### config.mk
export PLATFORM = sky130hd
export DESIGN_NAME = pwa_waveform_gen
export DESIGN_NICKNAME = d
export VERILOG_FILES = /design/src/core/pwa_pkg.sv /design/src/core/pwa_waveform_gen.sv /design/src/core/pwa_action_gen.sv
export SDC_FILE = /design/constraint.sdc
export NUM_CORES = 1
export LEC_CHECK = 0
export ABC_AREA = 0
export BUFFER_PORTS_ARGS = -buffer_cell sky130_fd_sc_hd__buf_2
export CAP_MARGIN = 20
export CORE_MARGIN = 1.5
export CORE_UTILIZATION = 43
export CTS_CLUSTER_SIZE = 28
export DETAILED_ROUTE_END_ITERATION = 8
export MAX_ROUTING_LAYER = met4
export PLACE_DENSITY = 0.71
export SLEW_MARGIN = 20
export SYNTH_ARGS = -nofsm -noshare
export SYNTH_HDL_FRONTEND = slang
export SYNTH_HIERARCHICAL = 1
export SYNTH_SLANG_ARGS = --single-unit
### constraint.sdc
create_clock -name i_clk -period 6.85 [get_ports i_clk]
set_input_delay 0.685 -clock i_clk [delete_from_list [all_inputs] [get_ports i_clk]]
set_output_delay 0.685 -clock i_clk [all_outputs]
set_load 0.01 [all_outputs]
### src/core/pwa_pkg.sv
// Constants for the six-channel waveform action and mask block.
// Assumes a 32-bit register port with byte addresses below 0x100.
package pwa_pkg;

    localparam int PWA_CHANNELS = 6;
    localparam int PWA_CNT_W = 16;
    localparam int PWA_ADDR_W = 8;
    localparam int PWA_DATA_W = 32;
    localparam int PWA_ACT_W = 2 * PWA_CHANNELS;

    // Byte offsets of the registers
    localparam logic [7:0] PWA_OFS_MODE = 8'h00;
    localparam logic [7:0] PWA_OFS_COMPARE0 = 8'h50;
    localparam logic [7:0] PWA_OFS_ACT_ZERO_PERIOD = 8'hB0;
    localparam logic [7:0] PWA_OFS_ACT_COMPARE = 8'hB4;
    localparam logic [7:0] PWA_OFS_MASK_ENABLE = 8'hB8;
    localparam logic [7:0] PWA_OFS_MASK_LEVEL = 8'hBC;
    localparam logic [7:0] PWA_OFS_WAVE_STATUS = 8'hC4;
    localparam logic [7:0] PWA_COMPARE_STRIDE = 8'h04;

    // Field positions
    localparam int PWA_ZERO_LSB = 0;
    localparam int PWA_PERIOD_LSB = 16;
    localparam int PWA_CMPU_LSB = 0;
    localparam int PWA_CMPD_LSB = 16;
    localparam int PWA_MASK_LSB = 0;
    localparam int PWA_COMPL_BIT = 0;

    // Values after reset, and the counter value of the zero event
    localparam logic [PWA_ACT_W-1:0] PWA_ACT_RESET = 12'h000;
    localparam logic [5:0] PWA_MASK_RESET = 6'h00;
    localparam logic [15:0] PWA_COMPARE_RESET = 16'h0000;
    localparam logic [15:0] PWA_ZERO_COUNT = 16'h0000;

    // Action codes
    localparam logic [1:0] PWA_ACT_NONE = 2'h0;
    localparam logic [1:0] PWA_ACT_LOW = 2'h1;
    localparam logic [1:0] PWA_ACT_HIGH = 2'h2;
    localparam logic [1:0] PWA_ACT_TOGGLE = 2'h3;

endpackage

### src/core/pwa_waveform_gen.sv
// Six-channel waveform action generator with output mask and registers.
// Assumes the period counter lives outside on the same clock and gives its
// value, direction and a one-cycle tick whenever it takes a new value.
//
// Functional notes
// RQ1: Action code 00 keeps the output, 01 drives low, 10 high, 11 toggles.
// RQ2: Register 0xB0 bits [11:0] hold the zero-event code per channel.
// RQ3: Register 0xB0 bits [27:16] hold the period-event code per channel.
// RQ4: In up-down counting the period-event code acts at the centre point.
// RQ5: Register 0xB4 bits [11:0] hold the compare-up code per channel.
// RQ6: Register 0xB4 bits [27:16] hold the compare-down code per channel.
// RQ7: In complementary mode odd compare-down codes serve the even partner.
// RQ8: In complementary mode odd compare-up codes serve the even partner.
// RQ9: A set mask-enable bit replaces the channel output by its mask level.
// RQ10: A clear mask-enable bit passes the generated waveform unchanged.
// RQ11: Both action registers and the mask-enable register reset to zero.
// RQ12: A masked channel drives low for mask level 0 and high for level 1.
// RQ13: Each 16-bit compare value meets the counter; pairs give two points.
// RQ14: Coinciding events for a channel resolve by one fixed priority.
// RQ15: Reserved bits of these registers read as zero and ignore writes.
//
// The implementer's own choice: the strobed register port.
`timescale 1ns/1ps
module pwa_waveform_gen #(
    parameter int CHANNELS = pwa_pkg::PWA_CHANNELS
) (
    input wire logic i_clk,
    input wire logic i_sys_rst,
    input wire logic [pwa_pkg::PWA_ADDR_W-1:0] i_addr,
    input wire logic [pwa_pkg::PWA_DATA_W-1:0] i_wdata,
    input wire logic i_wr,
    input wire logic i_rd,
    output logic [pwa_pkg::PWA_DATA_W-1:0] o_rdata,
    input wire logic [pwa_pkg::PWA_CNT_W-1:0] i_counter_value,
    input wire logic [pwa_pkg::PWA_CNT_W-1:0] i_period_value,
    input wire logic i_count_up,
    input wire logic i_count_tick,
    input wire logic i_updown_mode,
    output logic [pwa_pkg::PWA_CHANNELS-1:0] o_pwm_out
);
    import pwa_pkg::*;

    typedef struct packed {
        logic [PWA_ACT_W-1:0] zero_event_action;
        logic [PWA_ACT_W-1:0] period_event_action;
        logic [PWA_ACT_W-1:0] compare_up_action;
        logic [PWA_ACT_W-1:0] compare_down_action;
        logic [PWA_CHANNELS-1:0] output_mask_on;
        logic [PWA_CHANNELS-1:0] output_mask_level;
        logic [PWA_CHANNELS-1:0][PWA_CNT_W-1:0] compare_value;
        logic complementary;
        logic [PWA_CHANNELS-1:0] wave;
        logic [PWA_CHANNELS-1:0] pwm_out;
        logic [PWA_DATA_W-1:0] rdata;
    } pwa_state_type;

    pwa_state_type state_q;
    pwa_state_type state_d;

    logic zero_hit;
    logic period_hit;
    logic [PWA_CHANNELS-1:0] cmp_match;
    logic [PWA_CHANNELS-1:0] gen_level;
    logic [PWA_DATA_W-1:0] read_value;
    logic [PWA_ADDR_W-1:0] cmp_offset;
    logic [PWA_ADDR_W-3:0] cmp_index;
    logic cmp_window;

    // Counter events are qualified by the tick so that a counter held by
    // a prescaler does not fire the same action on every clock.
    always_comb begin
        zero_hit = i_count_tick && (i_counter_value == PWA_ZERO_COUNT);
        // The tick that brings the count to the period value marks the wrap;
        // in up-down counting the same value is the centre.
        period_hit = i_count_tick
            && (i_counter_value == i_period_value) // RQ3 RQ4
            && (!i_updown_mode || i_count_up); // RQ4
        for (int n = 0; n < PWA_CHANNELS; n++) begin
            cmp_match[n] = i_count_tick
                && (i_counter_value == state_q.compare_value[n]); // RQ13
        end
    end

    genvar g;
    generate
        for (g = 0; g < PWA_CHANNELS; g++) begin : g_chan
            logic cmp1_hit;
            logic [1:0] cmp1_code;
            logic cmp2_hit;
            logic [1:0] cmp2_code;

            // First compare point: the channel's own value and codes
            assign cmp1_hit = cmp_match[g];
            assign cmp1_code = i_count_up
                ? state_q.compare_up_action[2*g +: 2] // RQ5
                : state_q.compare_down_action[2*g +: 2]; // RQ6

            if ((g % 2) == 0) begin : g_even
                // Second compare point borrows the odd partner's value and
                // codes while the pair runs complementary.
                assign cmp2_hit = state_q.complementary
                    && cmp_match[g+1]; // RQ13
                assign cmp2_code = i_count_up
                    ? state_q.compare_up_action[2*(g+1) +: 2] // RQ8
                    : state_q.compare_down_action[2*(g+1) +: 2]; // RQ7
            end else begin : g_odd
                assign cmp2_hit = 1'b0;
                assign cmp2_code = PWA_ACT_NONE;
            end

            pwa_action_gen u_action (
                .i_level(state_q.wave[g]),
                .i_zero_hit(zero_hit),
                .i_zero_code(state_q.zero_event_action[2*g +: 2]), // RQ2
                .i_period_hit(period_hit),
                .i_period_code(state_q.period_event_action[2*g +: 2]), // RQ3
                .i_cmp1_hit(cmp1_hit),
                .i_cmp1_code(cmp1_code),
                .i_cmp2_hit(cmp2_hit),
                .i_cmp2_code(cmp2_code),
                .o_level(gen_level[g])
            );
        end
    endgenerate

    // Compare registers sit at a fixed stride from the first one
    always_comb begin
        cmp_offset = i_addr - PWA_OFS_COMPARE0;
        cmp_index = cmp_offset[PWA_ADDR_W-1:2];
        cmp_window = (i_addr >= PWA_OFS_COMPARE0)
            && (cmp_offset[1:0] == 2'h0)
            && (cmp_index < (PWA_ADDR_W-2)'(PWA_CHANNELS));
    end

    // Read decode; unmapped addresses and reserved bits return zero
    always_comb begin
        read_value = '0;
        case (i_addr)
            PWA_OFS_MODE: begin
                read_value[PWA_COMPL_BIT] = state_q.complementary;
            end
            PWA_OFS_ACT_ZERO_PERIOD: begin
                read_value[PWA_ZERO_LSB +: PWA_ACT_W] =
                    state_q.zero_event_action; // RQ15
                read_value[PWA_PERIOD_LSB +: PWA_ACT_W] =
                    state_q.period_event_action; // RQ15
            end
            PWA_OFS_ACT_COMPARE: begin
                read_value[PWA_CMPU_LSB +: PWA_ACT_W] =
                    state_q.compare_up_action; // RQ15
                read_value[PWA_CMPD_LSB +: PWA_ACT_W] =
                    state_q.compare_down_action; // RQ15
            end
            PWA_OFS_MASK_ENABLE: begin
                read_value[PWA_MASK_LSB +: PWA_CHANNELS] =
                    state_q.output_mask_on; // RQ15
            end
            PWA_OFS_MASK_LEVEL: begin
                read_value[PWA_MASK_LSB +: PWA_CHANNELS] =
                    state_q.output_mask_level;
            end
            PWA_OFS_WAVE_STATUS: begin
                read_value[PWA_CHANNELS-1:0] = state_q.wave;
                read_value[PWA_CHANNELS + PWA_CHANNELS - 1:PWA_CHANNELS] =
                    state_q.pwm_out;
            end
            default: begin
                if (cmp_window) begin
                    read_value[PWA_CNT_W-1:0] =
                        state_q.compare_value[cmp_index];
                end
            end
        endcase
    end

    always_comb begin
        state_d = state_q;

        // Register writes keep only defined fields
        if (i_wr) begin
            case (i_addr)
                PWA_OFS_MODE: begin
                    state_d.complementary = i_wdata[PWA_COMPL_BIT];
                end
                PWA_OFS_ACT_ZERO_PERIOD: begin
                    state_d.zero_event_action =
                        i_wdata[PWA_ZERO_LSB +: PWA_ACT_W]; // RQ2
                    state_d.period_event_action =
                        i_wdata[PWA_PERIOD_LSB +: PWA_ACT_W]; // RQ3
                end
                PWA_OFS_ACT_COMPARE: begin
                    state_d.compare_up_action =
                        i_wdata[PWA_CMPU_LSB +: PWA_ACT_W]; // RQ5
                    state_d.compare_down_action =
                        i_wdata[PWA_CMPD_LSB +: PWA_ACT_W]; // RQ6
                end
                PWA_OFS_MASK_ENABLE: begin
                    state_d.output_mask_on =
                        i_wdata[PWA_MASK_LSB +: PWA_CHANNELS]; // RQ9
                end
                PWA_OFS_MASK_LEVEL: begin
                    state_d.output_mask_level =
                        i_wdata[PWA_MASK_LSB +: PWA_CHANNELS]; // RQ12
                end
                default: begin
                    if (cmp_window) begin
                        state_d.compare_value[cmp_index] =
                            i_wdata[PWA_CNT_W-1:0]; // RQ13
                    end
                end
            endcase
        end

        // Waveform update; an odd channel in a complementary pair inverts
        // its even partner so the two waves never hold the same level.
        for (int n = 0; n < PWA_CHANNELS; n++) begin
            if (state_q.complementary && (n % 2) == 1) begin
                state_d.wave[n] = ~gen_level[n ^ 1]; // RQ7 RQ8
            end else begin
                state_d.wave[n] = gen_level[n];
            end
        end

        // Mask stage sits after the action generator; the mask applies
        // from the same edge as the waveform so no stale level leaks out.
        for (int n = 0; n < PWA_CHANNELS; n++) begin
            if (state_d.output_mask_on[n]) begin
                state_d.pwm_out[n] = state_d.output_mask_level[n]; // RQ9 RQ12
            end else begin
                state_d.pwm_out[n] = state_d.wave[n]; // RQ10
            end
        end

        // Read data stands only in the cycle after the strobe
        state_d.rdata = i_rd ? read_value : '0;
    end

    always_ff @(posedge i_clk) begin
        if (i_sys_rst) begin
            state_q <= '0; // RQ11
        end else begin
            state_q <= state_d;
        end
    end

    assign o_rdata = state_q.rdata;
    assign o_pwm_out = state_q.pwm_out;

endmodule // pwa_waveform_gen

### src/core/pwa_action_gen.sv
// One channel's action resolver: picks the winning event and applies its
// code to the present level. Purely combinational, same clock as caller.
`timescale 1ns/1ps
module pwa_action_gen (
    input wire logic i_level,
    input wire logic i_zero_hit,
    input wire logic [1:0] i_zero_code,
    input wire logic i_period_hit,
    input wire logic [1:0] i_period_code,
    input wire logic i_cmp1_hit,
    input wire logic [1:0] i_cmp1_code,
    input wire logic i_cmp2_hit,
    input wire logic [1:0] i_cmp2_code,
    output logic o_level
);
    import pwa_pkg::*;

    function automatic logic apply_code(input logic lvl,
                                        input logic [1:0] code);
        logic r;
        r = lvl;
        case (code)
            PWA_ACT_NONE: r = lvl; // RQ1
            PWA_ACT_LOW: r = 1'b0; // RQ1
            PWA_ACT_HIGH: r = 1'b1; // RQ1
            PWA_ACT_TOGGLE: r = ~lvl; // RQ1
            default: r = lvl;
        endcase
        return r;
    endfunction

    // Only events carrying a non-zero code compete, so an idle code never
    // hides a lower event; zero beats period beats first and second compare.
    always_comb begin
        if (i_zero_hit && i_zero_code != PWA_ACT_NONE) begin
            o_level = apply_code(i_level, i_zero_code); // RQ14
        end else if (i_period_hit && i_period_code != PWA_ACT_NONE) begin
            o_level = apply_code(i_level, i_period_code); // RQ14
        end else if (i_cmp1_hit && i_cmp1_code != PWA_ACT_NONE) begin
            o_level = apply_code(i_level, i_cmp1_code); // RQ14
        end else if (i_cmp2_hit && i_cmp2_code != PWA_ACT_NONE) begin
            o_level = apply_code(i_level, i_cmp2_code); // RQ14
        end else begin
            o_level = i_level;
        end
    end

endmodule // pwa_action_gen

==> run_results.csv, run 1 <==
group,metric,value,unit
global_route,grt-ovfl-total,0,
detailed_routing,dr.pass1.iters,6,
detailed_routing,wire_per_inst,20.2,um
clock_tree,cts_hold_buffers,0,
detailed_routing,drt_iter0_drc,912,
place,routabilityCongestion,0.941,
worst_setup_path,worst_path_max_delay_cell,"nor4_2",
sta,whs,0.465,ns
sta,timing.final.ws_setup,3.33,ns
synth,synthCells,1219,
clock_tree,cts_root_buffer,"clkbuf_16",
worst_setup_path,path_class,"input port to register",
power,leakagePower,0.00447,uW
place,pre_cts_slack,2.70,ns
floorplan,rows,57,
sta,setup-tns-final,0,ns
worst_setup_path,crit_path_end_kind,"register",
clock_tree,cts_tree,"built",
clock_tree,postCtsSetupBuffers,0,
global_route,grt_max_degree,98,
worst_setup_path,start_kind,"input port",
power,vdd_ir_drop_max,0.144,mV
flow_run,cap_violations,0,
final_layout,final_common_cell,"dfxtp_1",
synth,synth-seq-cells,197,
synth,synth_enable_flop_cells,0,
worst_setup_path,path_max_fanout,8,
worst_setup_path,crit_top_cell,"a21oi_1",
sta,tightest_slew,1.09,ns
worst_setup_path,required,7.19,ns
floorplan,die_x,162,um
floorplan,coreArea,24500,um2
final_layout,mostFrequentLayoutCells,"dfxtp_1 (197), nor2_1 (150), mux2i_1 (140)",
place,port_buffers,108,
place,place.detailed.hpwl,22.1,mm
clock_tree,cts_buffers,17,
detailed_routing,drt-vias-per-instance,5.70,
final_layout,fin_nets,1331,
detailed_routing,drt_wl_total,32.1,mm
sta,fin_crit_sh,51.4,%
synth,syn_area,10900,um2
synth,synthArstFlopShare,0,%
floorplan,io-pin-count,117,
synth,synth.avg_cell_area,8.91,um2
final_layout,syn_to_final_growth,9.13,%
synth,ys.flop_type,"dfxtp_1",
status,outcome,"complete, no violations",
sta,layout_min_cycle_time,3.52,ns
global_route,grt_pass1_vias,8478,
place,place_area,11300,um2
synth,ys_warn_count,6,
sta,slew_headroom,27.0,%
global_route,grt_pass1_wl,49.0,mm
sta,rsz0062_at_grt,"no",
synth,ys_types,62,
global_route,antenna_found_initial,1,
global_route,grt_usage,25.1,%
sta,hold_viol,0,
clock_tree,clk_pin_slew_worst_paths,0.07,ns
sta,max_freq,284,MHz
detailed_routing,ant_nets,0,
sta,setup_violations,0,
clock_tree,clock-sinks,197,
clock_tree,cts_resized,0,
floorplan,initial_core_util,44.3,%
sta,fin_skew,0.0110,ns
power,powerDensity,200,nW/um2
worst_setup_path,crit_family,"simple AND/OR/NAND/NOR gates",
detailed_routing,route.vias.total,9035,
worst_setup_path,critPathMaxStageDelay,0.64,ns
clock_tree,clk_latency,0.44,ns
final_layout,design_area,11900,um2
sta,report.final.slew_viol_count,0,
synth,yosysSeqAreaShare,36.3,%
clock_tree,cts_buffer_depth,2,
floorplan,die_h,162,um
final_layout,final_util,48.3,%
detailed_routing,drcViolationCount,0,
min_path,hp-start,"state_q[172]$_SDFFE_PP0P_",
worst_setup_path,cp_num_buf_inv,1,
worst_setup_path,startpoint,"i_counter_value[15]",
final_layout,layout-drive-gt1-share,18.5,%
worst_setup_path,worstPathArrival,3.86,ns
worst_setup_path,path_cells,"buf_2, xor2_1, nor4_1, nand4_1, nor4_2, and2_1, a21oi_1, a311o_1, a31oi_1, nand2b_1, a21oi_1, o21a_1",
min_path,hp-class,"register to register",
clock_tree,htreeDepth,4,
floorplan,dieArea,26200,um2
per-layer routing:
layer	up-vias	share of wire (%)	track usage, %
met2	378	44	37.1
li1	4231	-	-
met1	4365	45	34.1
met4	0	3.4	10.3
met5	-	0	-
met3	61	8.0	4.21
synth_stat cells, drive strengths merged, types with 3 or more instances:
| cell type | count | area (um2) |
|---|---|---|
| xnor2 | 76 | 666 |
| nand2b | 18 | 158 |
| dfxtp | 197 | 3940 |
| and2b | 7 | 67.6 |
| nand3 | 11 | 55.1 |
| and2 | 12 | 75.1 |
| mux4 | 4 | 90.1 |
| mux2 | 33 | 372 |
| a31o | 6 | 52.6 |
| and3 | 7 | 51.3 |
| o32ai | 6 | 52.6 |
| o22ai | 17 | 106 |
| or4b | 3 | 33.8 |
| a31oi | 15 | 100 |
| a21oi | 71 | 367 |
| xor2 | 36 | 315 |
| nor4 | 22 | 183 |
| nand2 | 128 | 480 |
| o21ai | 11 | 55.1 |
| nand4 | 28 | 181 |
| a311o | 6 | 60.1 |
| clkbuf | 58 | 218 |
| buf | 72 | 541 |
| a22oi | 23 | 173 |
| nor2b | 17 | 106 |
| nor2 | 151 | 569 |
| ha | 5 | 62.6 |
| a221oi | 10 | 87.6 |
| mux2i | 140 | 1400 |
| inv | 4 | 15.0 |
| nor3 | 3 | 20.0 |
final cells by class:
| cell class | count | area [um2] |
|---|---|---|
| diodes | 1 | 2.50 |
| clock buffers | 25 | 485 |
| clock inverters | 7 | 95.1 |
| fillers | 2342 | 12700 |
| inverters | 4 | 15.0 |
| multi-input cells | 903 | 6250 |
| flip-flops and latches | 197 | 3940 |
| well taps | 324 | 405 |
| repair buffers | 124 | 663 |
metrics by stage:
step	power [uW]	instances
6_report	2370	1585
5_1_grt	2430	1585
4_1_cts	2370	1584
3_5_place_dp	1370	1552
3_3_place_gp	1370	1552
2_1_floorplan	1310	1234
worst paths after layout:
path / to / slack (ns) / depth (start not counted)
setup / recovery: o_pwm_out[1]$_SDFF_PP0_ / 3.33 / 12
hold / removal: state_q[172]$_SDFFE_PP0P_ / 0.47 / 2
setup reg to reg: o_pwm_out[1]$_SDFF_PP0_ / 3.40 / 11
hold reg to reg: state_q[172]$_SDFFE_PP0P_ / 0.47 / 2
where the power goes:
part | internal (uW) | switching, uW | leakage, uW
clock | 569 | 446 | 0.000282
sequential | 1150 | 5.22 | 0.00159
combinational | 66.5 | 132 | 0.00260
total | 1780 | 583 | 0.00447
worst reg2reg max path, stage by stage, from the launching register on:
cell      delay, ns
dfxtp_1        0.36
xor2_1         0.18
nor4_1         0.49
nand4_1        0.19
nor4_2         0.64
and2_1         0.24
a21oi_1        0.07
a311o_1        0.32
a31oi_1        0.36
nand2b_1       0.16
a21oi_1        0.09
o21a_1         0.25
cell families (layout without fill, tap and decap cells):
family / Yosys count / count (layout) / synth area share [%]
DFF: 197 / 197 / 36.3
AOI/OAI and AO/OA: 174 / 174 / 10.7
muxes: 177 / 177 / 17.1
and+or+nand+nor: 419 / 419 / 19.1
buffers and inverters: 134 / 160 / 7.12
other: 1 / 17 / 0.0345
adders and majority gates: 5 / 5 / 0.576
xor gates and xnor gates: 112 / 112 / 9.03
Power figures use the tool's default switching activity.
==> run 2, diff against run 1 <==
- PLACE_DENSITY: 0.71 -> 0.74
- clock period: 6.85 -> 2.9 ns (I/O delays scaled with it)
==> run 2 against run 1 <==
First-iteration DRC count rose by 5.8%. Core utilization rose by 1.4 points. Register-to-register slack got worse by 3.2 ns. Count of clock-buffer cells in the layout fell by 7. Hold slack got worse by 0.37 ns. Critical endpoint is now o_pwm_out[3]$_SDFF_PP0_.
==> run_results.csv, run 2 (synthesized netlist as in run 1, its figures left out) <==
group,metric,value,unit
final_layout,fin_nets,1369,
sta,setup-tns-final,0,ns
min_path,holdPathEnd,"state_q[156]$_SDFFE_PP0P_",
sta,slew_headroom,44.2,%
clock_tree,cts_tree,"built",
final_layout,layout-drive-gt1-share,21.2,%
min_path,hp-class,"input port to register",
floorplan,die_h,162,um
worst_setup_path,crit_top_cell,"a21oi_1",
sta,layout_min_cycle_time,2.70,ns
final_layout,fillers,2305,
detailed_routing,drt_wl_total,33.0,mm
clock_tree,clk_latency,0.45,ns
floorplan,rows,57,
floorplan,die_x,162,um
floorplan,io-pin-count,117,
detailed_routing,ant_nets,0,
sta,max_freq,370,MHz
sta,setup_violations,0,
worst_setup_path,r2r-end,"o_pwm_out[3]$_SDFF_PP0_",
detailed_routing,wire_per_inst,20.3,um
worst_setup_path,critPathMaxStageDelay,0.36,ns
worst_setup_path,reg2reg_depth,12,
clock_tree,postCtsSetupBuffers,0,
sta,tightest_slew,0.838,ns
sta,hold_viol,0,
worst_setup_path,start_kind,"register",
place,place.detailed.hpwl,23.4,mm
global_route,grt_max_degree,168,
worst_setup_path,crit_path_end_kind,"register",
global_route,grt_usage,25.9,%
detailed_routing,drt_iter0_drc,965,
worst_setup_path,path_cells,"xor2_1, nor4_2, nand4_1, nor4_1, buf_4, and2_1, a21oi_1, a311o_1, a31oi_1, nand2b_1, a21oi_1, o21a_1",
global_route,grt_pass1_wl,50.9,mm
final_layout,mostFrequentLayoutCells,"dfxtp_1 (197), nor2_1 (150), mux2i_1 (140)",
worst_setup_path,cp_num_buf_inv,1,
worst_setup_path,crit_family,"simple AND/OR/NAND/NOR gates",
global_route,grt-ovfl-total,0,
global_route,grt_pass1_vias,8923,
clock_tree,cts_hold_buffers,0,
power,powerDensity,459,nW/um2
floorplan,dieArea,26200,um2
final_layout,syn_to_final_growth,12.2,%
flow_run,cap_violations,0,
final_layout,final_util,49.7,%
min_path,holdPathStages,3,
status,outcome,"complete, no violations",
worst_setup_path,path_class,"register to register",
worst_setup_path,path_max_fanout,4,
detailed_routing,route.vias.total,9407,
power,leakagePower,0.00469,uW
clock_tree,cts_buffer_depth,2,
clock_tree,clk_pin_slew_worst_paths,0.07,ns
sta,fin_crit_sh,93.2,%
worst_setup_path,worstPathArrival,3.04,ns
sta,rsz0062_at_grt,"no",
worst_setup_path,worst_path_max_delay_cell,"dfxtp_1",
place,routabilityCongestion,1.02,
floorplan,initial_core_util,44.3,%
clock_tree,cts_buffers,17,
min_path,hp-start,"i_wdata[19]",
clock_tree,cts_root_buffer,"clkbuf_16",
worst_setup_path,required,3.24,ns
global_route,antenna_found_initial,0,
sta,report.final.slew_viol_count,0,
power,vdd_ir_drop_max,0.277,mV
sta,fin_skew,0.00968,ns
clock_tree,clock-sinks,197,
clock_tree,htreeDepth,4,
detailed_routing,dr.pass1.iters,5,
detailed_routing,drt-vias-per-instance,5.80,
detailed_routing,drcViolationCount,0,
place,port_buffers,108,
final_layout,final_common_cell,"dfxtp_1",
worst_setup_path,ff2ff_setup_slack,0.20,ns
floorplan,coreArea,24500,um2
## run 2: cell types whose count changed in the layout (fill, tap and decap cells not counted), moves of 2 or more
cell | previous run | this run
clkbuf_8 | 3 | 1
buf_12 | 0 | 4
inv_6 | 1 | 5
buf_4 | 17 | 51
clkinv_4 | 1 | 6
nand3_2 | 2 | 0
nand3_1 | 9 | 11
clkbuf_1 | 5 | 0
## run 2: worst reg2reg max path: stages, from the launching register on
cell,delay [ns]
dfxtp_1,0.36
xor2_1,0.18
nor4_2,0.32
nand4_1,0.17
nor4_1,0.20
buf_4,0.18
and2_1,0.14
a21oi_1,0.07
a311o_1,0.32
a31oi_1,0.20
nand2b_1,0.13
a21oi_1,0.11
o21a_1,0.23
## run 2: final cells by class
cell class | count | area [um2] | share of cell area, %
multi-input cells | 903 | 6250 | 51.2
repair buffers | 162 | 998 | 8.19
inverters | 4 | 15.0 | 0.123
well taps | 324 | 405 | 3.32
clock inverters | 14 | 143 | 1.17
flip-flops and latches | 197 | 3940 | 32.3
diodes | 1 | 2.50 | 0.0205
clock buffers | 18 | 439 | 3.60
## run 2: worst max-delay path by stage
stage / from / to / cells after the start
after global routing: register / o_pwm_out[3]$_SDFF_PP0_ / 12
after detailed placement: i_counter_value[10] / o_pwm_out[1]$_SDFF_PP0_ / 14
after floorplan: i_counter_value[15] / o_pwm_out[1]$_SDFF_PP0_ / 12
after CTS: register / o_pwm_out[3]$_SDFF_PP0_ / 12
final: register / o_pwm_out[3]$_SDFF_PP0_ / 12
after global placement: i_counter_value[10] / o_pwm_out[5]$_SDFF_PP0_ / 13
## run 2: per-layer routing
metal	GRT usage [%]	vias to the layer above	share of wire [%]
met4	10.2	0	3.1
met3	4.44	67	8.8
li1	-	4304	-
met1	34.4	4558	43
met2	39.2	478	46
met5	-	-	0
## run 2: power by group
part           switching [uW]  total, uW  internal, uW
Clock                    1150       2380          1240
Sequential               12.6       2720          2710
Combinational             312        488           175
## run 2: through the flow
step           cells  hold slack [ns]  power, uW  setup WS, ns  cell area, um2
3_5_place_dp    1590            0.468       3260        0.0140           11600
6_report        1623           0.0949       5590         0.196           12200
5_1_grt         1622           0.0937       5760       0.00233           12200
4_1_cts         1622           0.0863       5590        0.0866           12200
3_3_place_gp    1590            0.453       3260        0.0258           11600
2_1_floorplan   1234            0.426       3090         0.187           10900
## run 2: timing repair
item,in CTS,in global routing
gates resized for setup,0,3
endpoints found under the hold margin,0,0
setup endpoints to repair,0,2
